File: src/rtl/sor_pkg.sv
`default_nettype none

package sor_pkg;

    // Register map, word offsets on the holding-register port
    localparam logic [15:0] SOR_OFS_GROUP0 = 16'h0000;
    localparam logic [15:0] SOR_OFS_GROUP1 = 16'h0001;
    localparam logic [15:0] SOR_OFS_GROUP2 = 16'h0002;
    localparam logic [15:0] SOR_OFS_GROUP3 = 16'h0003;

    // Geometry
    localparam int SOR_GROUPS = 4;
    localparam int SOR_CHANNELS = 16;
    localparam int SOR_REG_W = 16;

    // Field layout: channel 4n+k sits in bit k of word n
    localparam int SOR_FIELD_LSB = 0;
    localparam int SOR_FIELD_W = 4;
    localparam logic [15:0] SOR_FIELD_MASK = 16'h000f;

    // Reset value of each output word, all channels off
    localparam logic [15:0] SOR_RESET_VAL = 16'h0000;

    // Timeout state of the sixteen gates, default all off
    localparam logic [15:0] SOR_TIMEOUT_GATES = 16'h0000;

    // Connection supervision states
    typedef enum logic [1:0] {
        SOR_CONN_IDLE,
        SOR_CONN_ACTIVE,
        SOR_CONN_TIMEOUT
    } sor_conn_t;

endpackage

`default_nettype wire

File: src/rtl/sor_readback.sv
`default_nettype none

module sor_readback (
    input wire logic clock,
    input wire logic nrst,
    input wire logic rd_en,
    input wire logic [15:0] rd_addr,
    input wire logic [15:0] gates,
    output logic [15:0] rd_data,
    output logic rd_valid,
    output logic rd_err
);
    import sor_pkg::*;

    logic [15:0] rd_data_q, rd_data_d;
    logic rd_valid_q, rd_valid_d;
    logic rd_err_q, rd_err_d;

    ////////////////////////////////////////////////////////////////////////
    // Next read word: stored gate command only, upper bits forced low
    always_comb begin
        rd_data_d = rd_data_q;
        rd_valid_d = 1'b0;
        rd_err_d = 1'b0;
        if (rd_en) begin
            rd_valid_d = 1'b1;
            if (rd_addr < 16'(SOR_GROUPS)) begin
                // Gate command, not drain level
                rd_data_d = 16'(gates[rd_addr[1:0] * SOR_FIELD_W +: SOR_FIELD_W]);
            end else begin
                rd_data_d = 16'h0000;
                rd_err_d = 1'b1;
            end
        end
    end

    // Registered read answer
    always_ff @(posedge clock) begin
        if (!nrst) begin
            rd_data_q <= 16'h0000;
            rd_valid_q <= 1'b0;
            rd_err_q <= 1'b0;
        end else begin
            rd_data_q <= rd_data_d;
            rd_valid_q <= rd_valid_d;
            rd_err_q <= rd_err_d;
        end
    end

    assign rd_data = rd_data_q;
    assign rd_valid = rd_valid_q;
    assign rd_err = rd_err_q;

endmodule

`default_nettype wire

File: src/rtl/sor_output_bank.sv
// Contract
// - Lost established connection raises watchdog timeout
// - Only reconnection or a reset clears a pending timeout
// - Outputs keep timeout state after timeout clears
// - Stored bit directly drives one output gate
// - Word n holds channels 4n..4n+3, low first
// - Bits 15 to 4 unused, read zero
// - One switches channel on, zero opens it
// - Any reset clears all four output words
// - Contents volatile, nothing restored at power-up
// - Input inversion never touches output control
// - Readback returns gate command, not drain level
`default_nettype none

module sor_output_bank (
    input wire logic clock,
    input wire logic nrst,
    input wire logic wr_en,
    input wire logic [15:0] wr_addr,
    input wire logic [15:0] wr_data,
    output logic wr_err,
    input wire logic rd_en,
    input wire logic [15:0] rd_addr,
    output logic [15:0] rd_data,
    output logic rd_valid,
    output logic rd_err,
    input wire logic refresh_en,
    input wire logic [15:0] refresh_gates,
    input wire logic conn_up,
    output logic timeout_active,
    output logic [15:0] gate_cmd,
    output logic [15:0] gate_oe_n
);
    import sor_pkg::*;

    ////////////////////////////////////////////////////////////////////////
    // Helpers

    // Word offset maps onto a group
    function automatic logic addr_hit(input logic [15:0] addr);
        addr_hit = (addr >= SOR_OFS_GROUP0) && (addr <= SOR_OFS_GROUP3);
    endfunction

    // Replace one group's nibble in the sixteen-gate vector
    function automatic logic [15:0] put_group(
        input logic [15:0] gates,
        input logic [1:0] grp,
        input logic [15:0] word
    );
        logic [15:0] res;
        res = gates;
        res[grp * SOR_FIELD_W +: SOR_FIELD_W] = word[SOR_FIELD_LSB +: SOR_FIELD_W];
        put_group = res;
    endfunction

    ////////////////////////////////////////////////////////////////////////
    // Connection supervision

    sor_conn_t conn_q, conn_d;
    logic force_timeout;

    // A timeout needs a connection that was once up; idle never times out
    always_comb begin
        conn_d = conn_q;
        force_timeout = 1'b0;
        unique case (conn_q)
            SOR_CONN_IDLE: begin
                if (conn_up) begin
                    conn_d = SOR_CONN_ACTIVE;
                end
            end
            SOR_CONN_ACTIVE: begin
                if (!conn_up) begin
                    conn_d = SOR_CONN_TIMEOUT;
                    force_timeout = 1'b1;
                end
            end
            SOR_CONN_TIMEOUT: begin
                // Nothing but a fresh connection or a reset leaves here
                if (conn_up) begin
                    conn_d = SOR_CONN_ACTIVE;
                end
            end
        endcase
    end

    // Supervision state register
    always_ff @(posedge clock) begin
        if (!nrst) begin
            conn_q <= SOR_CONN_IDLE;
        end else begin
            conn_q <= conn_d;
        end
    end

    assign timeout_active = (conn_q == SOR_CONN_TIMEOUT);

    ////////////////////////////////////////////////////////////////////////
    // Output holding words, kept as one sixteen-gate vector

    logic [15:0] gates_q, gates_d;
    logic wr_err_q, wr_err_d;
    logic wr_ok;

    // Writes while timed out are refused so the safe state holds
    assign wr_ok = wr_en && addr_hit(wr_addr) && !timeout_active;

    // Priority: forced timeout, then bus write, then auto refresh
    always_comb begin
        gates_d = gates_q;
        wr_err_d = 1'b0;
        if (force_timeout) begin
            gates_d = SOR_TIMEOUT_GATES;
        end else if (wr_ok) begin
            gates_d = put_group(gates_q, wr_addr[1:0], wr_data);
        end else if (refresh_en && !timeout_active) begin
            gates_d = refresh_gates;
        end
        // Leaving timeout restores nothing: the vector just stays
        if (wr_en && !wr_ok) begin
            wr_err_d = 1'b1;
        end
    end

    // Plain flops, no preload from storage of any kind
    always_ff @(posedge clock) begin
        if (!nrst) begin
            gates_q <= {SOR_GROUPS{SOR_RESET_VAL[SOR_FIELD_LSB +: SOR_FIELD_W]}};
            wr_err_q <= 1'b0;
        end else begin
            gates_q <= gates_d;
            wr_err_q <= wr_err_d;
        end
    end

    assign wr_err = wr_err_q;

    ////////////////////////////////////////////////////////////////////////
    // Gate drive: a set bit closes the switch to switch_return_node

    // Each stored bit is the gate command of its channel
    assign gate_cmd = gates_q;
    // Enable low while the channel sinks; high leaves the drain open
    assign gate_oe_n = ~gates_q;

    ////////////////////////////////////////////////////////////////////////
    // Readback of the stored command; no input inversion path exists here

    sor_readback u_readback (
        .clock(clock),
        .nrst(nrst),
        .rd_en(rd_en),
        .rd_addr(rd_addr),
        .gates(gates_q),
        .rd_data(rd_data),
        .rd_valid(rd_valid),
        .rd_err(rd_err)
    );

endmodule

`default_nettype wire

File: config.mk
export PLATFORM = sky130hd
export DESIGN_NAME = sor_output_bank
export DESIGN_NICKNAME = d
export VERILOG_FILES = /design/src/rtl/sor_pkg.sv /design/src/rtl/sor_readback.sv /design/src/rtl/sor_output_bank.sv
export SDC_FILE = /design/constraint.sdc
export NUM_CORES = 1
export LEC_CHECK = 0
export ABC_AREA = 1
export BUFFER_PORTS_ARGS = -buffer_cell sky130_fd_sc_hd__buf_2
export CORE_MARGIN = 10
export CORE_UTILIZATION = 45
export CTS_CLUSTER_SIZE = 14
export DETAILED_ROUTE_END_ITERATION = 10
export PLACE_DENSITY = 0.88
export RECOVER_POWER = 100
export SLEW_MARGIN = 0
export SYNTH_ARGS = -nofsm -noshare
export SYNTH_HDL_FRONTEND = slang
export SYNTH_HIERARCHICAL = 1
export SYNTH_SLANG_ARGS = --single-unit
File: constraint.sdc
create_clock -name clock -period 2.2 [get_ports clock]
set_clock_uncertainty 0.2 [all_clocks]
set_input_delay 0.33 -clock clock [delete_from_list [all_inputs] [get_ports clock]]
set_output_delay 0.33 -clock clock [all_outputs]
set_load 0.02 [all_outputs]
* Word-level counts from Yosys, hierarchy flattened *
Cells that the tools add are included.

operators by class
  add/subtract/negate cells = 1
  multiply operators = 0
  divide/modulo/power cells = 0
  $lt $le $gt $ge = 3
  equal/unequal tests = 4
  shifts and indexed selects = 3
  mux-type cells = 12
  bitwise logic cells = 2
  reduce and logical (&&, ||, !) cells = 13

operators by type and width
  kind                       count
  $neg A4 Y34                1
  $shift A4 B34 Y16 const A  1
  $shiftx A4 B34 Y16         1
  $mux W16                   2
  $bwmux W16                 1
  $ge A16 B1 Y1 const B      1
  $le A16 B2 Y1 const B      1
  $lt A16 B3 Y1 const B      1
  $not A16 Y16               1
  $shiftx A16 B5 Y4          1
  $logic_and A1 B1 Y1        5
  $mux W1                    5
  $mux W2                    2
  $mux W4                    1
  $pmux W2 S2                1
  $reduce_and A2 Y1          2
  $reduce_or A2 Y1           2
  $eq A2 B1 Y1 const B       1
  $eq A2 B2 Y1 const B       1
  $logic_not A1 Y1           2
  $logic_not A2 Y1           1
  $ne A2 B1 Y1 const B       1
  $ne A2 B2 Y1 const B       1
  $reduce_bool A2 Y1         1
  $not A1 Y1                 1

storage, ports and cells
  flip-flop bits (word level) = 37
  latch bits = 0
  memory bits (writable) = 0
  bits in read-only memories = 0
  output and inout port bits = 52
  memories kept = 0

* Depth between registers and ports, before layout *
Gate-level depths: netlist (run 1).

  word-level depth = 7
  mapped depth = 11

* Hierarchy *
The synthesis (run 1) kept the hierarchy.

modules (own cells, without submodules)
  module           times used  cells each  area an instance (µm²)  seq. area each (µm²)
  sor_output_bank  1           242         1382.6                  380.4
  sor_readback     1           95          551.8                   120.1

* Worst setup path after synthesis (run 1) *
Ideal clock, no wire load.

  kind = input to register
  start point = input port wr_addr[0]
  end point = register gates_q[0], in the netlist gate_cmd[0]
  setup time = 0.064 ns
  arrival time = 1.263 ns
  setup slack = 0.673 ns
  stages = 9
  buffers on the path = 0
  path through = inv_1 -> ha_1 -> inv_1 -> nand2_1 -> nor2_1 -> nand3_1 -> nand2_1 -> nor2_1 -> nor2_1

between the ends
  longest elaborated chain between the ends = 5
  elaborated cells on any way between the ends = 11

RTL lines
  what                                                   RTL line                text
  start: declaration                                     sor_output_bank.sv:19   input wire logic [15:0] wr_addr,
  $ge A16 B1 Y1 / $le A16 B2 Y1 (equally long branches)  sor_output_bank.sv:41   addr_hit = (addr >= SOR_OFS_GROUP0) && (addr <= SOR_OFS_GROUP3);
  $logic_and A1 B1 Y1                                    sor_output_bank.sv:41
  $logic_and A1 B1 Y1 (2 in series)                      sor_output_bank.sv:106  assign wr_ok = wr_en && addr_hit(wr_addr) && !timeout_active;
  $mux W16 / $reduce_bool A2 Y1 (equally long branches)  -
  end signal: assignment                                 sor_output_bank.sv:128  gates_q <= {SOR_GROUPS{SOR_RESET_VAL[SOR_FIELD_LSB +: SOR_FIELD_W]}};
  end signal: assignment                                 sor_output_bank.sv:131  gates_q <= gates_d;
  end: declaration                                       sor_output_bank.sv:101  logic [15:0] gates_q, gates_d;

Several ways; a longest one is shown, not always the timed one.
A chain may end at the register's enable or synchronous reset.

* Worst setup path after layout (run 1) *
  start point = register conn_q[1]
  end point = register gates_q[15], in the netlist gate_cmd[15]

between the ends
  longest elaborated chain between the ends = 4
  elaborated cells on any way between the ends = 9

RTL lines
  what                                                   RTL line                                        text
  start: declaration                                     sor_output_bank.sv:59                           sor_conn_t conn_q, conn_d;
  start signal: assignment                               sor_output_bank.sv:92                           conn_q <= conn_d;
  $eq A2 B2 Y1                                           sor_output_bank.sv:96                           assign timeout_active = (conn_q == SOR_CONN_TIMEOUT);
  $logic_not A1 Y1                                       sor_output_bank.sv:106, sor_output_bank.sv:116
  $logic_and A1 B1 Y1, on equally long branches          sor_output_bank.sv:106, sor_output_bank.sv:116
  $mux W16 / $reduce_bool A2 Y1 (equally long branches)  -

Several ways; a longest one is shown, not always the timed one.

==> results of run 1 <==
## worst max-delay path by stage
stage / to / slack (ns) / from
after detailed placement: gate_cmd[1] / 0.28 / wr_addr[0]
final: gate_cmd[15] / 0.39 / conn_q[1]
after global routing: gate_cmd[10] / 0.20 / conn_q[1]
after global placement: gate_cmd[3] / 0.35 / wr_addr[0]
after floorplan: gate_cmd[0] / 0.67 / wr_addr[0]
after CTS: gate_cmd[15] / 0.55 / conn_q[1]
## critical path, stage by stage, from the launching register on
cell                       delay, ns
sky130_fd_sc_hd__dfxtp_1        0.33
sky130_fd_sc_hd__inv_2          0.08
sky130_fd_sc_hd__nor2_4         0.05
sky130_fd_sc_hd__nor2_4         0.21
sky130_fd_sc_hd__nand3_1        0.10
sky130_fd_sc_hd__nand2_1        0.06
sky130_fd_sc_hd__clkbuf_2       0.34
sky130_fd_sc_hd__nand2_1        0.09
sky130_fd_sc_hd__inv_1          0.12
sky130_fd_sc_hd__nor2_1         0.07
sky130_fd_sc_hd__nor2_1         0.09
## state kept, by name, summed over array words and instances, names as in the netlist
signal	count
wr_err	1
u_readback/rd_err	1
conn_q	2
u_readback/rd_data	4
u_readback/rd_valid	1
gate_cmd	16
## cell type report
cell class,instances,area [sq um]
multi-input cells,245,1110
inverters,59,221
fillers,433,1710
repair buffers,98,439
well taps,50,62.6
flip-flops and latches,25,500
clock buffers,4,45.0
## cell usage after synthesis
| library cell | instances | area [sq um] |
|---|---|---|
| sky130_fd_sc_hd__nand2_1 | 89 | 334 |
| sky130_fd_sc_hd__nor2_1 | 62 | 233 |
| sky130_fd_sc_hd__inv_1 | 53 | 199 |
| sky130_fd_sc_hd__nand3_1 | 46 | 230 |
| sky130_fd_sc_hd__dfxtp_1 | 25 | 500 |
| sky130_fd_sc_hd__buf_4 | 15 | 113 |
| sky130_fd_sc_hd__nand4_1 | 8 | 50.1 |
| sky130_fd_sc_hd__a21oi_1 | 6 | 30.0 |
| sky130_fd_sc_hd__inv_2 | 6 | 22.5 |
| sky130_fd_sc_hd__nor2_4 | 6 | 67.6 |
| sky130_fd_sc_hd__ha_1 | 4 | 50.1 |
| sky130_fd_sc_hd__nor3_1 | 4 | 20.0 |
| sky130_fd_sc_hd__buf_2 | 2 | 10.0 |
| sky130_fd_sc_hd__nand2_2 | 2 | 12.5 |
| sky130_fd_sc_hd__nor2_2 | 2 | 12.5 |
| sky130_fd_sc_hd__buf_6 | 1 | 11.3 |
| sky130_fd_sc_hd__clkbuf_1 | 1 | 3.75 |
| sky130_fd_sc_hd__conb_1 | 1 | 3.75 |
| sky130_fd_sc_hd__nand3_2 | 1 | 10.0 |
| sky130_fd_sc_hd__o21ai_0 | 1 | 5.00 |
| sky130_fd_sc_hd__o31ai_1 | 1 | 7.51 |
| sky130_fd_sc_hd__or2_4 | 1 | 8.76 |
## through the flow
stage                     instance area (sq um)  hold WS [ns]
after floorplan                            1980         0.241
after global placement                     2390         0.251
after detailed placement                   2390         0.255
after CTS                                  2440        0.0824
after global routing                       2370         0.103
final                                      2370        0.0810
## cells by family after synthesis
| kind of cell | count (synthesis) | share of synthesized area [%] |
|---|---|---|
| DFF | 25 | 25.9 |
| AOI/OAI and AO/OA | 8 | 2.20 |
| adders and majority gates | 4 | 2.59 |
| and+or+nand+nor | 221 | 50.6 |
| buffers and inverters | 78 | 18.6 |
| other | 1 | 0.194 |
## power by group through the flow
stage / logic [mW] / clock network [mW] / registers [mW]
6_report: 0.367 / 0.275 / 0.502
5_1_grt: 0.413 / 0.298 / 0.505
4_1_cts: 0.382 / 0.280 / 0.501
3_5_place_dp: 0.381 / 0 / 0.512
3_3_place_gp: 0.374 / 0 / 0.510
2_1_floorplan: 0.229 / 0 / 0.538
## layout by cell type, fill, tap and decap left out
| cell type | Yosys | routed |
|---|---|---|
| sky130_fd_sc_hd__o31ai_1 | 1 | 1 |
| sky130_fd_sc_hd__nand2_2 | 2 | 2 |
| sky130_fd_sc_hd__inv_2 | 6 | 2 |
| sky130_fd_sc_hd__clkbuf_8 | 0 | 3 |
| sky130_fd_sc_hd__buf_2 | 2 | 56 |
| sky130_fd_sc_hd__o21ai_0 | 1 | 1 |
| sky130_fd_sc_hd__dfxtp_1 | 25 | 25 |
| sky130_fd_sc_hd__nand2_1 | 89 | 89 |
| sky130_fd_sc_hd__nor3_1 | 4 | 4 |
| sky130_fd_sc_hd__nand3_1 | 46 | 46 |
| sky130_fd_sc_hd__nor2_4 | 6 | 5 |
| sky130_fd_sc_hd__nor2_1 | 62 | 63 |
| sky130_fd_sc_hd__or2_2 | 0 | 1 |
| sky130_fd_sc_hd__conb_1 | 1 | 12 |
| sky130_fd_sc_hd__nor2_2 | 2 | 2 |
| sky130_fd_sc_hd__nand4_1 | 8 | 8 |
| sky130_fd_sc_hd__clkbuf_1 | 1 | 42 |
| sky130_fd_sc_hd__inv_1 | 53 | 57 |
| sky130_fd_sc_hd__ha_1 | 4 | 4 |
| sky130_fd_sc_hd__clkbuf_2 | 0 | 1 |
| sky130_fd_sc_hd__a21oi_1 | 6 | 6 |
| sky130_fd_sc_hd__nand3_2 | 1 | 1 |
## routing by layer
layer / up-vias / GRT usage [%] / share of wire [%]
met5: - / 0 / 0
met4: 0 / 4.64 / 1.7
met3: 10 / 6.24 / 11
met2: 103 / 26.2 / 45
met1: 953 / 18.0 / 42
li1: 1190 / - / -
==> run summary, run 1 <==
Largest vdd supply drop: 0.260 mV
Worst Hold Path EP: wr_err
Number of nets in the finished design: 506
Clock root buffer master: sky130_fd_sc_hd__clkbuf_8
Via count normalized by instance count: 4.69
Placement row count: 23
Area enclosed by the die boundary: 7320 sq um
Reg-to-reg setup timing slack: 0.39 ns
Half-perimeter wire length after placement: 5.11 mm
Setup TNS: 0 ns
Status: complete, no violations
ANT cells: 0
Crit path launch type: flop
Fin. max-slew vios: 0
Effective utilization at floorplan: 47.3%
DR pass1 iterations: 4
Buffers from clock root to sink, at most: 2
Post-CTS Hold Fix Bufs: 0
Wire length per cell after detailed routing: 12.5 um
Count of different cell masters after synthesis: 22
Worst setup slack after layout: 0.394 ns
Arrival time reported for the critical path endpoint: 1.82 ns
Cell area power density: 482 nW/um^2
Upper clock frequency limit: 554 MHz
Die X-Extent: 85.6 um
Remaining global-route overflow: 0
Proportion of layout cells with a drive suffix above 1: 16.9%
Antenna viol nets, final: 0
Worst Path Max Fanout: 20
Post-Layout Cell Count: 481
CTS Sinks: 25
Largest net degree at the start of global routing: 21
Total placed cells including tap cells: 477
Growth of design area from synthesis to finish: 22.8%
Min Tclk post-route: 1.81 ns
Worst slack at placement: 0.285 ns
Synthesized area divided by synthesized cell count: 5.74 sq um
Number of antenna violations at the first check in global routing: 0
Switching share of power: 36.4%
Required time worst endpoint: 2.21 ns
Worst min-delay path class: in2reg
Max-cap violations: 0
Number of resized instances in the post-cts repair step: 0
Internal portion of total power: 728 uW
CTS H-tree depth: 1
Total via count in the routed design: 2256
PortBufs: 97
Critical path endpoint category: flop
Leak Pwr: 1.29 nW
Worst Reg2Reg Path Length in Cells: 10
Overall global routing resource usage: 15.7%
Sequential share of power: 43.9%
RD Place Congestion: 1.02
Unrepaired setup endpoints after global routing: no
Number of post-CTS setup repair buffers: 0
Via count of the first global-routing pass: 2182
Clock latency reported for the late side of the worst-skew pair: 0.27 ns
Clock tree from TritonCTS: yes
Portion of the post-synthesis area used by sequential elements: 25.9%
Violation count after the first detailed-routing iteration: 133
Clock slew seen by the registers of the worst setup and hold paths: 0.08 ns
Type of the worst setup path: reg2reg
Startpoint of the most critical register-to-register path: conn_q[1]
Hold Path Depth: 3
Endpoints failing hold: 0
Total Wirelength: 6.01 mm
Final Setup Violations: 0
Synth warnings: 6
Period utilization: 82.1%
Sw Pwr: 416 uW
Flip-flop and latch count after synthesis: 25
Final core area utilization: 58.1%
Io pins: 122
Number of buffers created by CTS: 3
Capture point of the worst reg-to-reg path: gate_cmd[15]
Logic gate share of total power: 32.1%
Area of the core region: 4090 sq um
Remaining DRCs: 0
Wire length of the first global-routing pass: 9.97 mm
Source of the worst hold timing path: wr_en
Syn Inst Count: 337
Netlist area before placement: 1930 sq um
Power after layout: 1.14 mW
Power share of the clock group: 24.1%
Die extent in y: 85.6 um
Note: power is estimated with default switching activity, not from simulation.
==> run 2: changes to the inputs <==
--- a/config.mk
+++ b/config.mk
@@ -5,13 +5,13 @@
 export SDC_FILE = /design/constraint.sdc
 export NUM_CORES = 1
 export LEC_CHECK = 0
-export ABC_AREA = 1
+export ABC_AREA = 0
 export BUFFER_PORTS_ARGS = -buffer_cell sky130_fd_sc_hd__buf_2
 export CORE_MARGIN = 10
-export CORE_UTILIZATION = 45
+export CORE_UTILIZATION = 41
 export CTS_CLUSTER_SIZE = 14
 export DETAILED_ROUTE_END_ITERATION = 10
-export PLACE_DENSITY = 0.88
+export PLACE_DENSITY = 0.85
 export RECOVER_POWER = 100
 export SLEW_MARGIN = 0
 export SYNTH_ARGS = -nofsm -noshare
==> constraint.sdc (replaced) <==
create_clock -name clock -period 1.83 [get_ports clock]
set_clock_uncertainty 0.2 [all_clocks]
set_input_delay 0.2745 -clock clock [delete_from_list [all_inputs] [get_ports clock]]
set_output_delay 0.2745 -clock clock [all_outputs]
set_load 0.02 [all_outputs]
==> run 2 against run 1 <==
Effect of this change: die area decreased by 3.5%; register-to-register slack lost 0.34 ns; the flow now finishes with violations (setup timing); cell area shrank 3.3%; sequential power is 21% higher; cell count shrank 31%; critical endpoint is now gate_cmd[2]; critical path depth is 3 lower; first-iteration DRC count down 59%.
==> run summary, run 2 <==
Status: finished with violations
Violated checks: setup timing
Area enclosed by the die boundary: 7070 sq um
Cell-by-cell listing of the critical path: buf_6 -> or4b_4 -> nor4_4 -> buf_4 -> or2_4 -> o21a_1 -> o221a_1
Unrepaired setup endpoints after global routing: yes
Clock slew seen by the registers of the worst setup and hold paths: 0.09 ns
Total placed cells including tap cells: 324
Worst Reg2Reg Path Length in Cells: 5
Setup TNS: -0.0715 ns
Placement row count: 23
Proportion of register bits with asynchronous set or reset after synthesis: 0%
Largest delay contributor family on the critical path: simple AND/OR/NAND/NOR gates
Remaining global-route overflow: 0
Count of different cell masters after synthesis: 45
Required time worst endpoint: 1.86 ns
Max-cap violations: 0
Upper clock frequency limit: 539 MHz
CTS Sinks: 25
Number of buffers created by CTS: 3
Growth of design area from synthesis to finish: 36.5%
Worst setup slack after layout: -0.0265 ns
Startpoint of the most critical register-to-register path: conn_q[1]
Half-perimeter wire length after placement: 4.73 mm
Cell area power density: 595 nW/um^2
Source of the worst hold timing path: conn_up
Die extent in y: 84.1 um
Buffers from clock root to sink, at most: 2
Total via count in the routed design: 1739
Antenna viol nets, final: 0
Filler cell count: 374
Leading area contributor after synthesis: sky130_fd_sc_hd__dfxtp_1
Hold Path Depth: 3
Type of the worst setup path: in2reg
Remaining DRCs: 0
Clock root buffer master: sky130_fd_sc_hd__clkbuf_8
Period utilization: 101%
Netlist area before placement: 1680 sq um
Area of the core region: 4000 sq um
Number of flip-flops under the largest register name: 16
Endpoints failing hold: 0
Number of antenna violations at the first check in global routing: 0
Violation count after the first detailed-routing iteration: 55
Final core area utilization: 57.4%
Worst min-delay path class: in2reg
Effective utilization at floorplan: 42.1%
Synthesized area divided by synthesized cell count: 9.67 sq um
Via count normalized by instance count: 5.21
Power after layout: 1.37 mW
Number of nets in the finished design: 359
Worst Hold Path EP: conn_q[0]
Main synth FF type: sky130_fd_sc_hd__dfxtp_1
Die X-Extent: 84.1 um
Io pins: 122
Fraction of post-synthesis cell area in the top cell type by area: 29.7%
Crit path launch type: input port
Worst Path Max Fanout: 5
Capture point of the worst reg-to-reg path: gate_cmd[10]
Via count of the first global-routing pass: 1865
Cell with the most instances after synthesis: sky130_fd_sc_hd__dfxtp_1
Critical path endpoint category: flop
ANT cells: 0
Fin. max-slew vios: 0
Proportion of layout cells with a drive suffix above 1: 38.4%
Arrival time reported for the critical path endpoint: 1.89 ns
Slowest-stage cell, CP: sky130_fd_sc_hd__or4b_4
Clock tree from TritonCTS: yes
Top area cells in the synthesized netlist: sky130_fd_sc_hd__dfxtp_1, sky130_fd_sc_hd__buf_4, sky130_fd_sc_hd__a211oi_2
CTS H-tree depth: 1
Slowest Stage Delay on Critical Path: 0.57 ns
DR pass1 iterations: 4
Clock latency reported for the late side of the worst-skew pair: 0.28 ns
Largest vdd supply drop: 0.274 mV
Wire length of the first global-routing pass: 8.98 mm
Min Tclk post-route: 1.86 ns
Post-Layout Cell Count: 334
Commonest cells post-synth: sky130_fd_sc_hd__dfxtp_1, sky130_fd_sc_hd__inv_1, sky130_fd_sc_hd__buf_4, sky130_fd_sc_hd__nand2b_1, sky130_fd_sc_hd__o21a_1
Syn Inst Count: 174
Reg-to-reg setup timing slack: 0.05 ns
Largest net degree at the start of global routing: 16
Most common library cell in the layout ignoring fill and taps: sky130_fd_sc_hd__buf_2
PortBufs: 97
Leak Pwr: 0.996 nW
Worst Path Buf+Inv: 2
Overall global routing resource usage: 15.3%
Number of flops mapped to enable cells by yosys: 0
Flip-flop and latch count after synthesis: 25
Synth warnings: 6
Portion of the post-synthesis area used by sequential elements: 29.7%
Wire length per cell after detailed routing: 17.6 um
Total Wirelength: 5.88 mm
Post-CTS Hold Fix Bufs: 0
Leading cell types in the layout, fill and taps excluded: sky130_fd_sc_hd__buf_2, sky130_fd_sc_hd__clkbuf_1, sky130_fd_sc_hd__dfxtp_1
Sequential standard cell area: 500 sq um
Final Setup Violations: 9
Area occupied by multi-input gates: 1080 sq um
RD Place Congestion: 0.868
-- run 2: changes by cell type after synthesis, moves of 8 or more --
cell                       delta
sky130_fd_sc_hd__o21a_1       +9
sky130_fd_sc_hd__nor2_1      -61
sky130_fd_sc_hd__nand2_1     -82
sky130_fd_sc_hd__nand2b_1     +9
sky130_fd_sc_hd__inv_1       -33
sky130_fd_sc_hd__and3_1       +8
sky130_fd_sc_hd__nand3_1     -42
-- run 2: cells by family (layout without fill, tap and decap cells) --
kind of cell,count (synthesis),count (layout),synth area share (%)
compound gates,51,51,25.0
fa+ha+maj,4,4,2.97
buf+inv,37,133,12.3
flops,25,25,29.7
mux,4,4,6.02
other cells,1,12,0.223
simple gates,52,55,23.7
-- run 2: tightest hold or removal path: cells and delay by family --
| kind | cells | cell delay (ns) |
|---|---|---|
| simple gates | 1 | 0.05 |
| compound gates | 1 | 0.03 |
| buf+inv | 1 | 0.11 |
-- run 2: worst max path at each step --
stage,from,to,slack [ns],cells past startpoint
after floorplan,wr_addr[2],gate_cmd[0],-0.17,6
after global placement,wr_addr[2],gate_cmd[10],-0.36,6
after detailed placement,wr_addr[2],gate_cmd[10],-0.42,6
after CTS,wr_addr[9],gate_cmd[2],-0.002,7
after global routing,wr_addr[12],gate_cmd[2],-0.07,7
final,wr_addr[12],gate_cmd[2],-0.03,7
-- run 2: report_power, final --
group | internal (mW) | switching, mW
combinational | 0.159 | 0.249
clock | 0.155 | 0.196
sequential | 0.577 | 0.0312
total | 0.891 | 0.476
-- run 2: stage by stage --
step / hold slack [ns] / setup slack, ns / cell area (sq um)
floorplan: 0.186 / -0.165 / 1730
global placement: 0.257 / -0.358 / 2210
detailed placement: 0.267 / -0.419 / 2210
CTS: 0.0168 / -0.00238 / 2330
global route: 0.0176 / -0.0716 / 2300
finish: 0.0155 / -0.0265 / 2300
-- run 2: cell type report --
cell class | instances | share of cell area, %
multi-input combinational | 126 | 47.2
timing repair buffer | 109 | 22.9
tap | 50 | 2.72
clock inverter | 1 | 0.327
clock buffer | 3 | 1.80
sequential | 25 | 21.8
inverter | 20 | 3.27
-- run 2: metal layers --
layer  routed length [um]  up-vias  GRT usage, %
met5                    0        -             0
met3                  605        7          7.23
met2                 2900       88          26.3
met1                 2320      803          16.4
met4                   61        0          3.50
li1                     -      841             -
-- run 2: timing repair --
item,CTS,global route
pin swaps,9,10
setup buffers,2,1
gates cloned,3,0
endpoints found under the setup margin,15,16
gates resized for setup,9,9
